**config.mk**
```make
export PLATFORM = sky130hd
export DESIGN_NAME = frar_router
export DESIGN_NICKNAME = d
export VERILOG_FILES = /design/src/frar_pkg.sv /design/src/frar_router.sv
export SDC_FILE = /design/constraint.sdc
export NUM_CORES = 1
export LEC_CHECK = 0
export BUFFER_PORTS_ARGS = -buffer_cell sky130_fd_sc_hd__buf_2
export CAP_MARGIN = 5
export CORE_ASPECT_RATIO = 2
export CORE_MARGIN = 3
export CORE_UTILIZATION = 39
export CTS_BUF_LIST = sky130_fd_sc_hd__clkbuf_8
export CTS_CLUSTER_DIAMETER = 50
export CTS_CLUSTER_SIZE = 40
export DETAILED_ROUTE_END_ITERATION = 12
export GPL_TIMING_DRIVEN = 0
export PLACE_DENSITY = 0.68
export SYNTH_ARGS = -nofsm -noshare
export SYNTH_HDL_FRONTEND = slang
export SYNTH_SLANG_ARGS = --single-unit
```
**constraint.sdc**
```tcl
create_clock -name aclk -period 3.2 [get_ports aclk]
set_input_delay 0.16 -clock aclk [delete_from_list [all_inputs] [get_ports aclk]]
set_output_delay 0.16 -clock aclk [all_outputs]
set_load 0.005 [all_outputs]
```
**src/frar_pkg.sv**
```systemverilog
`default_nettype none

package frar_pkg;

    // ==========================================================
    // Bus geometry
    localparam int ADDR_W = 32;
    localparam int DATA_W = 32;
    localparam int STRB_W = DATA_W / 8;

    // ==========================================================
    // Register byte offsets
    localparam logic [7:0] FIELDS_LO_OFF = 8'h00;
    localparam logic [7:0] FIELDS_HI_OFF = 8'h04;
    localparam logic [7:0] SYS_CFG_OFF = 8'h08;
    localparam logic [7:0] STATUS_OFF = 8'h0c;
    localparam logic [7:0] MEM_COUNT_OFF = 8'h10;
    localparam logic [7:0] MMIO_COUNT_OFF = 8'h14;
    localparam int OFF_W = 8;

    // ==========================================================
    // Type field layout, one byte per field
    localparam int NUM_FIELDS = 8;
    localparam int FIELD_W = 8;
    localparam int TYPE_LSB = 0;
    localparam int TYPE_W = 3;
    localparam int WR_MEM_BIT = 3;
    localparam int RD_MEM_BIT = 4;
    localparam logic [7:0] FIELD_RST = 8'h00;

    // ==========================================================
    // System configuration and status bits
    localparam int ROUTE_EN_BIT = 18;
    localparam int MOD_EN_BIT = 19;
    localparam int CFG_BYTE = 2;
    localparam logic CFG_EN_RST = 1'b0;
    localparam int ST_RESERVED_BIT = 0;
    localparam int ST_LAST_MEM_BIT = 1;
    localparam int ST_LAST_TYPE_LSB = 4;

    // ==========================================================
    // Fixed range: eight 64 KB segments starting at zero
    localparam int SEG_SHIFT = 16;
    localparam int IDX_W = 3;
    localparam int RANGE_HI_LSB = SEG_SHIFT + IDX_W;

    // ==========================================================
    // Memory type codes
    localparam logic [2:0] UNCACHEABLE_TYPE = 3'h0;
    localparam logic [2:0] WRITE_COMBINING_TYPE = 3'h1;
    localparam logic [2:0] WRITETHROUGH_TYPE = 3'h4;
    localparam logic [2:0] WRITE_PROTECT_TYPE = 3'h5;
    localparam logic [2:0] WRITEBACK_TYPE = 3'h6;

    localparam logic [1:0] RESP_OKAY = 2'h0;
    localparam logic [1:0] RESP_SLVERR = 2'h2;

    // ==========================================================
    // Carriers
    typedef struct packed {
        logic awvalid;
        logic [ADDR_W-1:0] awaddr;
        logic wvalid;
        logic [DATA_W-1:0] wdata;
        logic [STRB_W-1:0] wstrb;
        logic bready;
        logic arvalid;
        logic [ADDR_W-1:0] araddr;
        logic rready;
    } frar_axil_req_t;

    typedef struct packed {
        logic awready;
        logic wready;
        logic bvalid;
        logic [1:0] bresp;
        logic arready;
        logic rvalid;
        logic [DATA_W-1:0] rdata;
        logic [1:0] rresp;
    } frar_axil_rsp_t;

    typedef struct packed {
        logic valid;
        logic write;
        logic [ADDR_W-1:0] addr;
    } frar_access_t;

    typedef struct packed {
        logic valid;
        logic write;
        logic in_range;
        logic to_memory;
        logic [TYPE_W-1:0] mem_type;
        logic reserved;
    } frar_route_t;

endpackage

`default_nettype wire

```
**src/frar_router.sv**
```systemverilog
`timescale 1ns/1ps
`default_nettype none

// Behaviour
// Write routing bit 1 sends writes to memory
// Read routing bit 1 sends reads to memory
// Routing bits at 4:3, type at 2:0
// Route enable 0 sends everything to I/O
// Modify enable 0: routing bits frozen, read 0
// Routing 00 allows types 0,1,4,5 only
// Write-only memory routing allows type 0 only
// Read-only memory routing allows types 0,5
// Both routing bits allow types 0,1,4,6
// Software avoids reserved routing/type pairs
// Software sets modify, fields, then route enable
// Software shadows ROM by two-step routing change
// Software keeps page mappings consistently cacheable
// Software remaps pages and flushes translation buffers
// Software flushes caches on cacheable-to-uncacheable change
// Stored routing bits survive cleared enables
module frar_router (
    // Clock and reset
    input wire logic aclk,
    input wire logic aresetn,
    // Register bus
    input wire frar_pkg::frar_axil_req_t axil_req,
    output frar_pkg::frar_axil_rsp_t axil_rsp,
    // Processor access and routing decision
    input wire frar_pkg::frar_access_t access,
    output frar_pkg::frar_route_t route
);
    import frar_pkg::*;

    // ==========================================================
    // Combination checks
    function automatic logic combo_reserved(input logic rd, input logic wr,
                                            input logic [2:0] t);
        logic res;
        res = 1'b1;
        unique case ({rd, wr})
            2'b00: res = !(t == UNCACHEABLE_TYPE || t == WRITE_COMBINING_TYPE ||
                           t == WRITETHROUGH_TYPE || t == WRITE_PROTECT_TYPE);
            2'b01: res = (t != UNCACHEABLE_TYPE);
            2'b10: res = !(t == UNCACHEABLE_TYPE || t == WRITE_PROTECT_TYPE);
            2'b11: res = !(t == UNCACHEABLE_TYPE || t == WRITE_COMBINING_TYPE ||
                           t == WRITETHROUGH_TYPE || t == WRITEBACK_TYPE);
        endcase
        return res;
    endfunction

    // Routing bits only change while modification is allowed
    function automatic logic [7:0] field_merge(input logic [7:0] old, input logic [7:0] wd,
                                               input logic mod_en);
        logic [7:0] nv;
        nv = FIELD_RST;
        nv[TYPE_LSB +: TYPE_W] = wd[TYPE_LSB +: TYPE_W];
        nv[WR_MEM_BIT] = mod_en ? wd[WR_MEM_BIT] : old[WR_MEM_BIT];
        nv[RD_MEM_BIT] = mod_en ? wd[RD_MEM_BIT] : old[RD_MEM_BIT];
        return nv;
    endfunction

    function automatic logic [7:0] field_view(input logic [7:0] f, input logic mod_en);
        logic [7:0] v;
        v = f;
        if (!mod_en) begin
            v[WR_MEM_BIT] = 1'b0;
            v[RD_MEM_BIT] = 1'b0;
        end
        return v;
    endfunction

    // ==========================================================
    // State
    logic [FIELD_W-1:0] field_q [NUM_FIELDS];
    logic route_en_q;
    logic mod_en_q;
    logic reserved_hit_q;
    logic [DATA_W-1:0] mem_count_q;
    logic [DATA_W-1:0] mmio_count_q;
    logic aw_full_q;
    logic [OFF_W-1:0] aw_off_q;
    logic aw_hi_q;
    logic w_full_q;
    logic [DATA_W-1:0] w_data_q;
    logic [STRB_W-1:0] w_strb_q;
    logic bvalid_q;
    logic [1:0] bresp_q;
    logic rvalid_q;
    logic [DATA_W-1:0] rdata_q;
    logic [1:0] rresp_q;
    frar_route_t route_q;

    logic aw_take;
    logic w_take;
    logic ar_take;
    logic wr_commit;
    logic wr_fields;
    logic wr_okay;
    logic [OFF_W-1:0] ar_off;
    logic ar_hi;
    logic [DATA_W-1:0] rd_word;
    logic rd_okay;

    // ==========================================================
    // Write channel: address and data taken in either order
    assign aw_take = axil_req.awvalid && !aw_full_q;
    assign w_take = axil_req.wvalid && !w_full_q;
    assign wr_commit = aw_full_q && w_full_q && !bvalid_q;
    assign wr_fields = (aw_off_q == FIELDS_LO_OFF) || (aw_off_q == FIELDS_HI_OFF);
    assign wr_okay = wr_fields || aw_off_q == SYS_CFG_OFF || aw_off_q == STATUS_OFF ||
                     aw_off_q == MEM_COUNT_OFF || aw_off_q == MMIO_COUNT_OFF;

    always_ff @(posedge aclk) begin
        if (!aresetn) begin
            aw_full_q <= 1'b0;
            aw_off_q <= '0;
            aw_hi_q <= 1'b0;
        end else if (aw_take) begin
            aw_full_q <= 1'b1;
            aw_off_q <= (axil_req.awaddr[ADDR_W-1:OFF_W] == '0) ?
                        axil_req.awaddr[OFF_W-1:0] : 8'hff;
            aw_hi_q <= (axil_req.awaddr[OFF_W-1:0] == FIELDS_HI_OFF);
        end else if (wr_commit) begin
            aw_full_q <= 1'b0;
        end
    end

    always_ff @(posedge aclk) begin
        if (!aresetn) begin
            w_full_q <= 1'b0;
            w_data_q <= '0;
            w_strb_q <= '0;
        end else if (w_take) begin
            w_full_q <= 1'b1;
            w_data_q <= axil_req.wdata;
            w_strb_q <= axil_req.wstrb;
        end else if (wr_commit) begin
            w_full_q <= 1'b0;
        end
    end

    always_ff @(posedge aclk) begin
        if (!aresetn) begin
            bvalid_q <= 1'b0;
            bresp_q <= RESP_OKAY;
        end else if (wr_commit) begin
            bvalid_q <= 1'b1;
            bresp_q <= wr_okay ? RESP_OKAY : RESP_SLVERR;
        end else if (axil_req.bready) begin
            bvalid_q <= 1'b0;
        end
    end

    // ==========================================================
    // Type fields; routing bits kept whatever the enables do
    always_ff @(posedge aclk) begin
        if (!aresetn) begin
            for (int i = 0; i < NUM_FIELDS; i++) begin
                field_q[i] <= FIELD_RST;
            end
        end else if (wr_commit && wr_fields) begin
            for (int i = 0; i < STRB_W; i++) begin
                if (w_strb_q[i]) begin
                    field_q[{aw_hi_q, 2'(i)}] <= field_merge(field_q[{aw_hi_q, 2'(i)}],
                        w_data_q[8*i +: 8], mod_en_q);
                end
            end
        end
    end

    // ==========================================================
    // System configuration enables
    always_ff @(posedge aclk) begin
        if (!aresetn) begin
            route_en_q <= CFG_EN_RST;
            mod_en_q <= CFG_EN_RST;
        end else if (wr_commit && aw_off_q == SYS_CFG_OFF && w_strb_q[CFG_BYTE]) begin
            route_en_q <= w_data_q[ROUTE_EN_BIT];
            mod_en_q <= w_data_q[MOD_EN_BIT];
        end
    end

    // ==========================================================
    // Read channel, answered one cycle after the address
    assign ar_take = axil_req.arvalid && !rvalid_q;
    assign ar_off = axil_req.araddr[OFF_W-1:0];
    assign ar_hi = (ar_off == FIELDS_HI_OFF);

    always_comb begin
        rd_word = '0;
        rd_okay = (axil_req.araddr[ADDR_W-1:OFF_W] == '0);
        unique case (ar_off)
            FIELDS_LO_OFF, FIELDS_HI_OFF: begin
                for (int i = 0; i < STRB_W; i++) begin
                    rd_word[8*i +: 8] = field_view(field_q[{ar_hi, 2'(i)}], mod_en_q);
                end
            end
            SYS_CFG_OFF: begin
                rd_word[ROUTE_EN_BIT] = route_en_q;
                rd_word[MOD_EN_BIT] = mod_en_q;
            end
            STATUS_OFF: begin
                rd_word[ST_RESERVED_BIT] = reserved_hit_q;
                rd_word[ST_LAST_MEM_BIT] = route_q.to_memory;
                rd_word[ST_LAST_TYPE_LSB +: TYPE_W] = route_q.mem_type;
            end
            MEM_COUNT_OFF: rd_word = mem_count_q;
            MMIO_COUNT_OFF: rd_word = mmio_count_q;
            default: rd_okay = 1'b0;
        endcase
        if (!rd_okay) begin
            rd_word = '0;
        end
    end

    always_ff @(posedge aclk) begin
        if (!aresetn) begin
            rvalid_q <= 1'b0;
            rdata_q <= '0;
            rresp_q <= RESP_OKAY;
        end else if (ar_take) begin
            rvalid_q <= 1'b1;
            rdata_q <= rd_word;
            rresp_q <= rd_okay ? RESP_OKAY : RESP_SLVERR;
        end else if (axil_req.rready) begin
            rvalid_q <= 1'b0;
        end
    end

    assign axil_rsp.awready = !aw_full_q;
    assign axil_rsp.wready = !w_full_q;
    assign axil_rsp.bvalid = bvalid_q;
    assign axil_rsp.bresp = bresp_q;
    assign axil_rsp.arready = !rvalid_q;
    assign axil_rsp.rvalid = rvalid_q;
    assign axil_rsp.rdata = rdata_q;
    assign axil_rsp.rresp = rresp_q;

    // ==========================================================
    // Access routing, one cycle from request to decision
    logic acc_in_range;
    logic [FIELD_W-1:0] acc_field;
    logic eff_rd;
    logic eff_wr;
    logic dec_mem;
    logic dec_res;

    assign acc_in_range = (access.addr[ADDR_W-1:RANGE_HI_LSB] == '0);
    assign acc_field = field_q[access.addr[SEG_SHIFT +: IDX_W]];
    // Disabled routing bits act as zero but stay stored
    assign eff_rd = route_en_q && acc_field[RD_MEM_BIT];
    assign eff_wr = route_en_q && acc_field[WR_MEM_BIT];
    assign dec_mem = acc_in_range && (access.write ? eff_wr : eff_rd);
    // Reserved pairs are only flagged; the routing follows the bits anyway
    assign dec_res = acc_in_range &&
                     combo_reserved(eff_rd, eff_wr, acc_field[TYPE_LSB +: TYPE_W]);

    always_ff @(posedge aclk) begin
        if (!aresetn) begin
            route_q <= '0;
        end else begin
            route_q.valid <= access.valid;
            if (access.valid) begin
                route_q.write <= access.write;
                route_q.in_range <= acc_in_range;
                route_q.to_memory <= dec_mem;
                route_q.mem_type <= acc_in_range ? acc_field[TYPE_LSB +: TYPE_W] :
                                    UNCACHEABLE_TYPE;
                route_q.reserved <= dec_res;
            end
        end
    end

    assign route = route_q;

    // ==========================================================
    // Sticky reserved-hit flag: a new hit beats a clear
    always_ff @(posedge aclk) begin
        if (!aresetn) begin
            reserved_hit_q <= 1'b0;
        end else if (access.valid && dec_res) begin
            reserved_hit_q <= 1'b1;
        end else if (wr_commit && aw_off_q == STATUS_OFF && w_strb_q[0] &&
                     w_data_q[ST_RESERVED_BIT]) begin
            reserved_hit_q <= 1'b0;
        end
    end

    // In-range access counters, free running and wrapping
    always_ff @(posedge aclk) begin
        if (!aresetn) begin
            mem_count_q <= '0;
            mmio_count_q <= '0;
        end else if (access.valid && acc_in_range) begin
            if (dec_mem) begin
                mem_count_q <= mem_count_q + 32'h1;
            end else begin
                mmio_count_q <= mmio_count_q + 32'h1;
            end
        end
    end

endmodule

`default_nettype wire

```
==> results.md, run 1 <==
* Status: finished clean
* Switching power at approximately 1.1 mW
* Cell Rows at 78
* Root buf cell: clkbuf_8
* Rel. slew slack at between 30% and 40%
* Max IR drop VDD at ~0.32 mV
* Initial antenna violation count at 1
* Area growth syn-to-layout at 21.1%
* Share of layout cells above drive strength 1 at roughly a fifth
* # DRC at 0
* Final Hold Fails at 0
* DIE AREA at 25000 sq um
* Hold EP: route[6]$_SDFFE_PN0P_
* Post-synthesis sequential area ratio at between 40% and 50%
* Proportion of power drawn by flip-flops and latches at a little under three fifths
* Sw Share at 25.8%
* DR pass1 iterations at 5
* Area contributors post-synth: dfxtp_1 33%, edfxtp_1 13%, nand2_1 4.8%
* First-pass GRT wire length at about 48000 microns
* Total gr overflow at 0
* Synth Register Bits at 186
* Worst flop-to-flop path startpoint: rvalid_q$_SDFFE_PN0P_
* Starting DRC count in detailed routing at just under 700
* Die Ht at ~220 microns
* DRT met1 WL at 10100 microns
* Gr usage total at roughly a quarter
* Routability cong. at roughly 1
* Synthesized cell area at roughly 9000 sq um
* Yosys cell types at 63
* Synth Area per Inst at 9.19 sq um
* R2R depth at 8
* Crit Path Max Fanout at 10
* Main synth FF type: dfxtp_1
* Largest net degree at the start of global routing at 17
* Reg2reg setup slack at between 0.2 and 0.3 ns
* EDFF count, synth at 40
* Hold crit path type: input port to flop
* Post-synth ARST share at 0%
* RSZ-0062 raised after global routing: no
* CP Class: input port to flop
* Cell taking the most area after synthesis: dfxtp_1
* Setup_tns at 0 ns
* Worst-margin pin slew at roughly 0.9 ns
* Yosys warnings at 0
* Nets at 1335
* Fin Clk Skew at between 0.015 and 0.02 ns
* Routed WL at between 30000 and 40000 microns
* Chip Width at around 110 microns
* CP startpoint kind: input port
* CP Capture Type: flop
* Met2 Wirelength at about 17000 microns
* Comb power frac at under 10%
* Int Power at between 3 and 4 mW
* Port bufs at 156
* Via Count at a little under 9000
* Vias in the first global route at approximately 8500
* Cell Count Post-Placement at 1415
* Core box area at between 20000 and 25000 sq um
* Metal3 WL at 1750 microns
* DP Wirelength at between 20000 and 30000 microns
* Critical Path RT at 3.56 ns
* Worst-Skew Late Latency at around 0.51 ns
* Period utilization at approximately 90%
* Post-layout min period at 2.97 ns
* Top cell type's share of synthesized area at 32.5%
* Hold path start: access[32]
* Post-route insts no fill at roughly 1500
* RR Endpoint: rdata_q[26]$_SDFFE_PN0P_
* Setup Viol. Count Final at 0
* Syn Inst Count at 978
* Clk buf depth at 2
* Clock slew at reported path FFs at roughly 0.10 ns
* Via density per instance at approximately 5.9
* Worst EP arrival at around 3.3 ns
* Slew Limit Fails at 0
* WL per Instance at roughly 22 microns
* Hold path depth at 3
* CTS buffer count at 17
* CTS H-tree lvls at 4
* Setup Fix Bufs, Post-CTS at 0
* Clock Sinks at 186
* Area of the multi-input gates at 4500 sq um
* Cell Pwr Density at slightly above 400 nW/um^2
* ANT nets after route at 0
* TritonCTS clock tree: built
* Leak Pwr at 4.01 nW
* Initial Util at between 30 and 40%
* MaxCap Viol Count at 0
* # IOs at between 150 and 200
* Filler cell count at between 2000 and 2500
* Top sig layer: met4
* FF/Latch Area at ~4100 sq um
* Clock network fraction of total power at between 30% and 40%
* Fmax at between 300 and 400 MHz
[area by class of cell]
class                           count  area share [%]
Multi-Input combinational cell    701            41.3
Sequential cell                   186            37.9
Timing Repair Buffer              194            10.7
Tap cell                          280            3.22
Buffer                             67            2.59
Clock buffer                       20            2.53
Clock inverter                     11           0.885
Inverter                           25           0.862
Antenna cell                        1          0.0230
[critical path, cell delays in order]
cell and delay, ns:
dlygate4sd3_1 0.53, buf_2 0.16, nor4b_1 0.33, and4_1 0.24, clkbuf_1 0.39, and4_1 0.43, o21ai_1 0.30, clkbuf_1 0.38
o31ai_1 0.31, a21oi_1 0.09
[cell usage in the layout (no fill, tap or decap), drive strengths merged, types with 4 or more instances in the layout]
master,Yosys,layout
buf,16,172
dfxtp,146,146
nand2,114,114
nor2,97,97
clkbuf,51,71
a21oi,59,59
nand3,42,42
edfxtp,40,40
dlygate4sd3,0,38
nor4,32,32
mux2i,32,32
inv,25,30
a22oi,25,25
xnor2,24,24
and3,21,21
nand4,21,21
o21ai,20,20
and2,18,18
nor3,18,18
mux4,17,17
or4,16,16
o31ai,16,16
a2bb2oi,11,11
or3,10,10
nand2b,9,9
o22ai,9,9
o221a,8,8
mux2,7,7
o21a,6,6
xor2,6,6
nor2b,6,6
nand3b,5,5
o211ai,5,5
a22o,5,5
a211oi,5,5
and4,4,4
o2111ai,4,4
o41ai,4,4
clkinv,0,4
[cells by family (layout without fill, tap and decap cells)]
logic type      count (synthesis)  count (layout)  synth area share, %
compound gates                187             187                 14.3
xor+xnor                       30              30                 2.92
fa+ha+maj                       2               2                0.278
buf+inv                        92             317                 4.18
flops                         186             186                 45.9
mux                            56              56                 8.70
other cells                     1               3               0.0417
simple gates                  424             424                 23.7
[worst max path at each step]
stage	slack, ns	endpoint	cells after the start	start
2_1_floorplan	0.92	field_q[0][3]$_SDFFCE_PN0P_	7	aw_off_q[7]$_SDFFE_PN0P_
3_3_place_gp	0.11	rdata_q[24]$_SDFFE_PN0P_	8	axil_req[2]
3_5_place_dp	0.15	rdata_q[26]$_SDFFE_PN0P_	8	axil_req[2]
4_1_cts	0.15	mmio_count_q[25]$_SDFFE_PN0P_	9	access[33]
5_1_grt	0.09	mmio_count_q[26]$_SDFFE_PN0P_	9	access[33]
6_report	0.23	mem_count_q[15]$_SDFFE_PN0P_	10	access[33]
[metrics by stage]
step	hold slack (ns)	util, %	cell area (sq um)	power (mW)	setup slack, ns
floorplan	0.260	-	8990	2.72	0.918
global placement	0.358	44.7	10100	2.90	0.111
detailed placement	0.360	44.7	10100	2.91	0.151
CTS	0.0171	48.0	10900	4.44	0.147
global route	0.0264	48.1	10900	4.56	0.0908
finish	0.0413	48.1	10900	4.44	0.235
[Yosys cell counts, drive strengths merged (2+ instances only)]
cell     number
dfxtp       146
nand2       114
nor2         97
a21oi        59
clkbuf       51
nand3        42
edfxtp       40
mux2i        32
nor4         32
a22oi        25
inv          25
xnor2        24
and3         21
nand4        21
o21ai        20
and2         18
nor3         18
mux4         17
buf          16
o31ai        16
or4          16
a2bb2oi      11
or3          10
nand2b        9
o22ai         9
o221a         8
mux2          7
nor2b         6
o21a          6
xor2          6
a211oi        5
a22o          5
nand3b        5
o211ai        5
and4          4
o2111ai       4
o41ai         4
nor4b         3
or4b          3
a2111oi       2
a31o          2
ha            2
nor3b         2
o311ai        2
[power by group through the flow]
stage	clock, mW	combinational, mW	sequential (mW)
5_1_grt	1.63	0.448	2.48
3_3_place_gp	0	0.370	2.53
4_1_cts	1.55	0.414	2.47
3_5_place_dp	0	0.377	2.53
2_1_floorplan	0	0.204	2.51
6_report	1.55	0.417	2.48
[routing by layer]
metal | GRT usage, % | up-vias
met1 | 23.1 | 4128
met3 | 4.30 | 142
met4 | 23.1 | 0
met2 | 48.8 | 401
met5 | 0 | -
li1 | - | 4036
[state kept, by name (all words and copies together) (netlist names), 4 cells and up]
name and count:
rdata_q 32, w_data_q 20, aw_off_q 8, w_strb_q 4
mmio_count_q 32, route 8, field_q 40, mem_count_q 32
[what timing repair did]
action / in CTS / in global routing
hold buffers: 38 / 0
endpoints found under the hold margin: 39 / 0
resized for setup: 0 / 1
endpoints found under the setup margin: 0 / 1
No activity file was read; power rests on OpenSTA's default activity.
==> run 2: changes to the inputs <==
--- a/config.mk
+++ b/config.mk
@@ -5,7 +5,7 @@
 export SDC_FILE = /design/constraint.sdc
 export NUM_CORES = 1
 export LEC_CHECK = 0
-export BUFFER_PORTS_ARGS = -buffer_cell sky130_fd_sc_hd__buf_2
+export BUFFER_PORTS_ARGS = -buffer_cell sky130_fd_sc_hd__buf_4
 export CAP_MARGIN = 5
 export CORE_ASPECT_RATIO = 2
 export CORE_MARGIN = 3
==> run 2 against run 1 <==
Hold slack improved by 0.16 ns. Sequential power barely moved. Register-to-register slack got worse by 0.03 ns. Clock-buffer cell count fell by 1. Power fell by 0.24%. Maximum frequency rose by 0.77%. Combinational power rose by 9.8%. Design area rose by 3.7%. Routed wire length fell by 0.90%. Non-clock buffer count rose by 2. First-iteration DRC count fell by 9.8%. Critical path type is now flop to flop. Critical endpoint is now rdata_q[20]$_SDFFE_PN0P_. Largest power group unchanged. Highest routed layer unchanged.
==> results.md, run 2 (same netlist as run 1, synthesis figures left out) <==
* # DRC at 0 (unchanged)
* Worst-margin pin slew at 0.925 ns (was 0.906 ns)
* Setup Fix Bufs, Post-CTS at 0 (unchanged)
* Hold crit path type: input port to flop (unchanged)
* Filler cell count at 2204 (was 2239)
* CP Class: flop to flop (was input port to flop)
* # diodes at 0 (was 1)
* Fin area at 11300 sq um (was 10900 sq um)
* Routed WL at 32200 microns (was 32500 microns)
* Slowest stage delay, CP at 0.68 ns (was 0.53 ns)
* Port bufs at 156 (unchanged)
* Setup_tns at 0 ns (unchanged)
* Worst EP arrival at 3.34 ns (was 3.33 ns)
* First-pass GRT wire length at 48500 microns (was 48000 microns)
* Clk buf depth at 2 (unchanged)
* Status: finished clean (unchanged)
* Largest net degree at the start of global routing at 17 (unchanged)
* Max reg flops at 40 (unchanged)
* Area growth syn-to-layout at 25.5% (was 21.1%)
* TritonCTS clock tree: built (unchanged)
* Area after DPL at 10500 sq um (was 10100 sq um)
* DR pass1 iterations at 6 (was 5)
* Rel. slew slack at 38.4% (was 39.6%)
* Leak Pwr at 4.11 nW (was 4.01 nW)
* Post-layout min period at 2.94 ns (was 2.97 ns)
* Critical Path RT at 3.60 ns (was 3.56 ns)
* Fin Clk Skew at 0.0182 ns (was 0.0164 ns)
* Core box area at 22600 sq um (unchanged)
* Via Count at 8573 (was 8707)
* Cell Pwr Density at 392 nW/um^2 (was 408 nW/um^2)
* Slew Limit Fails at 0 (unchanged)
* Via density per instance at 5.77 (was 5.86)
* Clock Sinks at 186 (unchanged)
* DIE AREA at 25000 sq um (unchanged)
* CTS buffer count at 17 (unchanged)
* RSZ-0062 raised after global routing: no (unchanged)
* Starting DRC count in detailed routing at 619 (was 686)
* CP Capture Type: flop (unchanged)
* Worst path slowest cell: nor4_1 (was dlygate4sd3_1)
* Total gr overflow at 0 (unchanged)
* Area of the multi-input gates at 4500 sq um (unchanged)
* Cell Rows at 78 (unchanged)
* Biggest register: field_q (unchanged)
* Setup Viol. Count Final at 0 (unchanged)
* Most common cell after layout, fill and taps aside: buf_4 (was buf_2)
* Max IR drop VDD at 0.252 mV (was 0.324 mV)
* # IOs at 190 (unchanged)
* Most frequent cells in the layout: 162 x buf_4, 146 x dfxtp_1, 114 x nand2_1, 96 x nor2_1, 59 x a21oi_1 (was 161 x buf_2, 146 x dfxtp_1, 114 x nand2_1, 96 x nor2_1, 59 x a21oi_1)
* CP startpoint kind: flop (was input port)
* Routability cong. at 1.03 (was 0.975)
* CP cell instances: inv_1 > nand2_1 > nor4_1 > and2_1 > clkbuf_1 > clkbuf_1 > a22oi_1 > nor2_1 (was dlygate4sd3_1 > buf_2 > nor4b_1 > and4_1 > clkbuf_1 > and4_1 > o21ai_1 > clkbuf_1 > o31ai_1 > a21oi_1)
* Root buf cell: clkbuf_8 (unchanged)
* Worst-Skew Late Latency at 0.47 ns (was 0.51 ns)
* Fmax at 340 MHz (was 337 MHz)
* Gr usage total at 25.8% (was 26.0%)
* Period utilization at 92.0% (was 92.7%)
* MaxCap Viol Count at 0 (unchanged)
* Clock slew at reported path FFs at 0.10 ns (about the same)
* Chip Width at 113 microns (unchanged)
* Most frequent cell on the critical path: clkbuf_1
* FF/Latch Area at 4120 sq um (unchanged)
* Final Hold Fails at 0 (unchanged)
* Die Ht at 221 microns (unchanged)
* Buf+Inv Stages, Crit Path at 3 (was 4)
* Share of layout cells above drive strength 1 at 19.9% (about the same)
* Initial antenna violation count at 0 (was 1)
* DP Wirelength at 25400 microns (was 25200 microns)
* Crit Path Max Fanout at 10 (unchanged)
* Initial Util at 39.7% (unchanged)
* CP delay by family, top: simple AND/OR/NAND/NOR gates (was buffers and inverters)
* CTS H-tree lvls at 4 (unchanged)
* Vias in the first global route at 8691 (was 8529)
* ANT nets after route at 0 (unchanged)
* Nets at 1337 (was 1335)
* WL per Instance at 21.7 microns (was 21.9 microns)
-- run 2: cell types whose count changed in the layout (fill, tap and decap cells not counted) --
cell	delta
clkinvlp_4	+1
clkbuf_8	-1
clkinv_4	-1
dlygate4sd3_1	+2
diode_2	-1
clkinv_2	+1
buf_4	+156
buf_2	-156
-- run 2: repair_timing --
item                       CTS  global route
hold buffers                40             0
setup endpoints to repair    0             2
resized for setup            0             1
hold endpoints to repair    39             0
-- run 2: tightest hold or removal path, delay by kind of cell --
family	cells	cell delay, ns
AO/OA/AOI/OAI	2	0.23
AND/OR/NAND/NOR	3	0.17
buffers and inverters	1	0.08
-- run 2: through the flow --
step	util [%]	hold slack, ns	setup WS (ns)	total power, mW	instances
after detailed placement	46.4	0.361	0.113	2.95	1415
after CTS	49.8	0.162	0.152	4.44	1486
after floorplan	-	0.260	0.918	2.72	979
after global routing	49.8	0.218	0.0576	4.57	1486
after global placement	46.4	0.354	0.132	2.94	1415
final	49.8	0.204	0.257	4.43	1486
-- run 2: final timing paths --
path                                                start  slack [ns]                   endpoint  cells after the start
worst max-delay path                rvalid_q$_SDFFE_PN0P_        0.26   rdata_q[20]$_SDFFE_PN0P_                      8
worst min register to register  w_data_q[28]$_SDFFE_PN0P_        0.46  w_data_q[28]$_SDFFE_PN0P_                      2
worst min-delay path                         axil_req[22]        0.20   rdata_q[18]$_SDFFE_PN0P_                      6
worst max register to register      rvalid_q$_SDFFE_PN0P_        0.26   rdata_q[20]$_SDFFE_PN0P_                      8
-- run 2: power by group --
group	total (mW)	switching, mW	leakage (nW)	internal (mW)
Sequential	2.48	0.0352	1.60	2.44
Combinational	0.458	0.237	2.32	0.221
Clock	1.49	0.844	0.191	0.649
-- run 2: area by class of cell --
cell class,count,share of cell area (%)
multi-input cells,701,39.9
clock inverters,12,0.887
flip-flops and latches,186,36.6
well taps,280,3.11
inverters,25,0.832
plain buffers,67,2.50
repair buffers,196,13.9
clock buffers,19,2.32
-- run 2: layer usage --
layer  GRT usage, %  up-vias  part of all wire, %
li1               -     4035                    -
met1           23.0     4006                   31
met2           48.9      381                   54
met3           3.97      151                  5.2
met4           22.3        0                   10
met5              0        -                    0
==> run 3: changes to the inputs <==
--- a/config.mk
+++ b/config.mk
@@ -14,7 +14,6 @@
 export CTS_CLUSTER_DIAMETER = 50
 export CTS_CLUSTER_SIZE = 40
 export DETAILED_ROUTE_END_ITERATION = 12
-export GPL_TIMING_DRIVEN = 0
 export PLACE_DENSITY = 0.68
 export SYNTH_ARGS = -nofsm -noshare
 export SYNTH_HDL_FRONTEND = slang
==> constraint.sdc (replaced) <==
create_clock -name aclk -period 3.3 [get_ports aclk]
set_input_delay 0.165 -clock aclk [delete_from_list [all_inputs] [get_ports aclk]]
set_output_delay 0.165 -clock aclk [all_outputs]
set_load 0.005 [all_outputs]
==> run 3 against run 2 <==
Sequential power fell by 3%. Worst setup slack improved by 0.30 ns. Register-to-register slack better by 0.30 ns. Power down 1.6%. Hold slack got worse by 0.040 ns.
==> results.md, run 3 (same netlist as run 1, synthesis figures left out) <==
* Worst-margin pin slew at 0.945 ns (was 0.925 ns)
* Biggest register: field_q (unchanged)
* Port bufs at 159 (was 156)
* Leak Pwr at 4.11 nW (about the same)
* MaxCap Viol Count at 0 (unchanged)
* Comb power frac at 9.3% (was 10.4%)
* Rel. slew slack at 36.4% (was 38.4%)
* DP Wirelength at 21600 microns (was 25400 microns)
* Worst-Skew Late Latency at 0.49 ns (was 0.47 ns)
* Most frequent cells in the layout: 179 x buf_4, 146 x dfxtp_1, 114 x nand2_1, 96 x nor2_1, 59 x a21oi_1 (was 162 x buf_4, 146 x dfxtp_1, 114 x nand2_1, 96 x nor2_1, 59 x a21oi_1)
* Share of layout cells above drive strength 1 at 21.8% (was 19.9%)
* # IOs at 190 (unchanged)
* Crit Path Max Fanout at 6 (was 10)
* # DRC at 0 (unchanged)
* Largest net degree at the start of global routing at 63 (was 17)
* CP Class: flop to flop (unchanged)
* Number of gates resized after CTS at 0 (unchanged)
* Setup_tns at 0 ns (unchanged)
* Most common cell after layout, fill and taps aside: buf_4 (unchanged)
* Clock Sinks at 186 (unchanged)
* First-pass GRT wire length at 43600 microns (was 48500 microns)
* Fin Clk Skew at 0.0156 ns (was 0.0182 ns)
* Hold crit path type: input port to flop (unchanged)
* Via density per instance at 5.75 (was 5.77)
* Cell Rows at 78 (unchanged)
* # diodes at 0 (unchanged)
* Clock network fraction of total power at 35.5% (was 33.7%)
* Post-layout min period at 2.75 ns (was 2.94 ns)
* Slew Limit Fails at 0 (unchanged)
* Period utilization at 83.2% (was 92.0%)
* Nets at 1292 (was 1337)
* CP Capture Type: flop (unchanged)
* Chip Width at 113 microns (unchanged)
* Status: finished clean (unchanged)
* WL per Instance at 19.6 microns (was 21.7 microns)
* Area growth syn-to-layout at 24.5% (was 25.5%)
* Max IR drop VDD at 0.322 mV (was 0.252 mV)
* Vias in the first global route at 8303 (was 8691)
* Critical Path RT at 3.72 ns (was 3.60 ns)
* DR pass1 iterations at 5 (was 6)
* Initial Util at 39.7% (unchanged)
* Max reg flops at 40 (unchanged)
* Routed WL at 28200 microns (was 32200 microns)
* Gr usage total at 22.7% (was 25.8%)
* Sw Share at 24.9% (was 25.2%)
* DIE AREA at 25000 sq um (unchanged)
* Setup Viol. Count Final at 0 (unchanged)
* Proportion of power drawn by flip-flops and latches at 55.2% (was 55.9%)
* Switching power at 1.08 mW (was 1.12 mW)
* Initial antenna violation count at 0 (unchanged)
* Via Count at 8285 (was 8573)
* Root buf cell: clkbuf_8 (unchanged)
* Filler cell count at 2215 (was 2204)
* Int Power at 3.27 mW (was 3.31 mW)
* Clk buf depth at 2 (unchanged)
* CP startpoint kind: flop (unchanged)
* Core box area at 22600 sq um (unchanged)
* CTS buffer count at 17 (unchanged)
* Die Ht at 221 microns (unchanged)
* Util after Layout at 49.4% (was 49.8%)
* Total gr overflow at 0 (unchanged)
* ANT nets after route at 0 (unchanged)
* Fmax at 364 MHz (was 340 MHz)
* Worst EP arrival at 3.17 ns (was 3.34 ns)
* RSZ-0062 raised after global routing: no (unchanged)
* Starting DRC count in detailed routing at 373 (was 619)
* Routability cong. at 0.946 (was 1.03)
* Cell Pwr Density at 389 nW/um^2 (was 392 nW/um^2)
* Clock slew at reported path FFs at 0.10 ns (about the same)
* TritonCTS clock tree: built (unchanged)
* Final Hold Fails at 0 (unchanged)
* CTS H-tree lvls at 4 (unchanged)
## run 3: path summary, 6_finish.rpt
| path | startpoint | to | slack [ns] | depth (start not counted) |
|---|---|---|---|---|
| worst max-delay path | field_q[2][3]$_SDFFCE_PN0P_ | mmio_count_q[29]$_SDFFE_PN0P_ | 0.55 | 7 |
| worst min-delay path | axil_req[7] | rdata_q[18]$_SDFFE_PN0P_ | 0.16 | 4 |
| worst max register to register | field_q[2][3]$_SDFFCE_PN0P_ | mmio_count_q[29]$_SDFFE_PN0P_ | 0.55 | 7 |
| worst min register to register | w_data_q[20]$_SDFFE_PN0P_ | w_data_q[20]$_SDFFE_PN0P_ | 0.46 | 2 |
## run 3: layer usage
layer  GRT usage, %  vias to the layer above  wire [microns]
li1               -                     3932               -
met1           20.5                     3922            9030
met2           42.1                      322           15300
met3           4.65                      109            1350
met4           19.5                        0            2590
met5              0                        -               0
## run 3: area by class of cell
type	instances	area [sq um]	share of cell area (%)
timing repair buffer	218	1730	15.5
sequential	186	4120	36.9
inverter	25	95.1	0.850
clock buffer	18	248	2.21
multi-input combinational	701	4490	40.1
clock inverter	14	146	1.31
tap	280	350	3.13
## run 3: through the flow
step / setup WS, ns / cells / area (sq um) / hold slack, ns / power, mW
after global routing: 0.481 / 1442 / 11200 / 0.188 / 4.51
after floorplan: 1.02 / 979 / 8990 / 0.265 / 2.64
after detailed placement: 0.586 / 1371 / 10400 / 0.364 / 2.82
after CTS: 0.608 / 1442 / 11200 / 0.124 / 4.39
after global placement: 0.646 / 1371 / 10400 / 0.360 / 2.81
final: 0.554 / 1442 / 11200 / 0.164 / 4.36
## run 3: worst max-delay path, cell delays in order, from the launching register on
cell	delay, ns
edfxtp_1	0.44
mux2_2	0.28
o221ai_1	0.38
nor3b_2	0.17
nor3_1	0.60
buf_4	0.23
or4b_1	0.44
a21oi_1	0.15
## run 3: repair_timing
| action | in CTS | in global routing |
|---|---|---|
| setup endpoints to repair | 0 | 0 |
| endpoints found under the hold margin | 39 | 0 |
| hold buffers | 39 | 0 |
| setup buffers | 0 | 0 |
## run 3: power by group through the flow
stage	combinational [mW]	clock, mW	sequential (mW)
floorplan	0.198	0	2.44
global placement	0.360	0	2.45
detailed placement	0.365	0	2.46
CTS	0.403	1.58	2.40
global route	0.435	1.66	2.41
finish	0.403	1.55	2.40
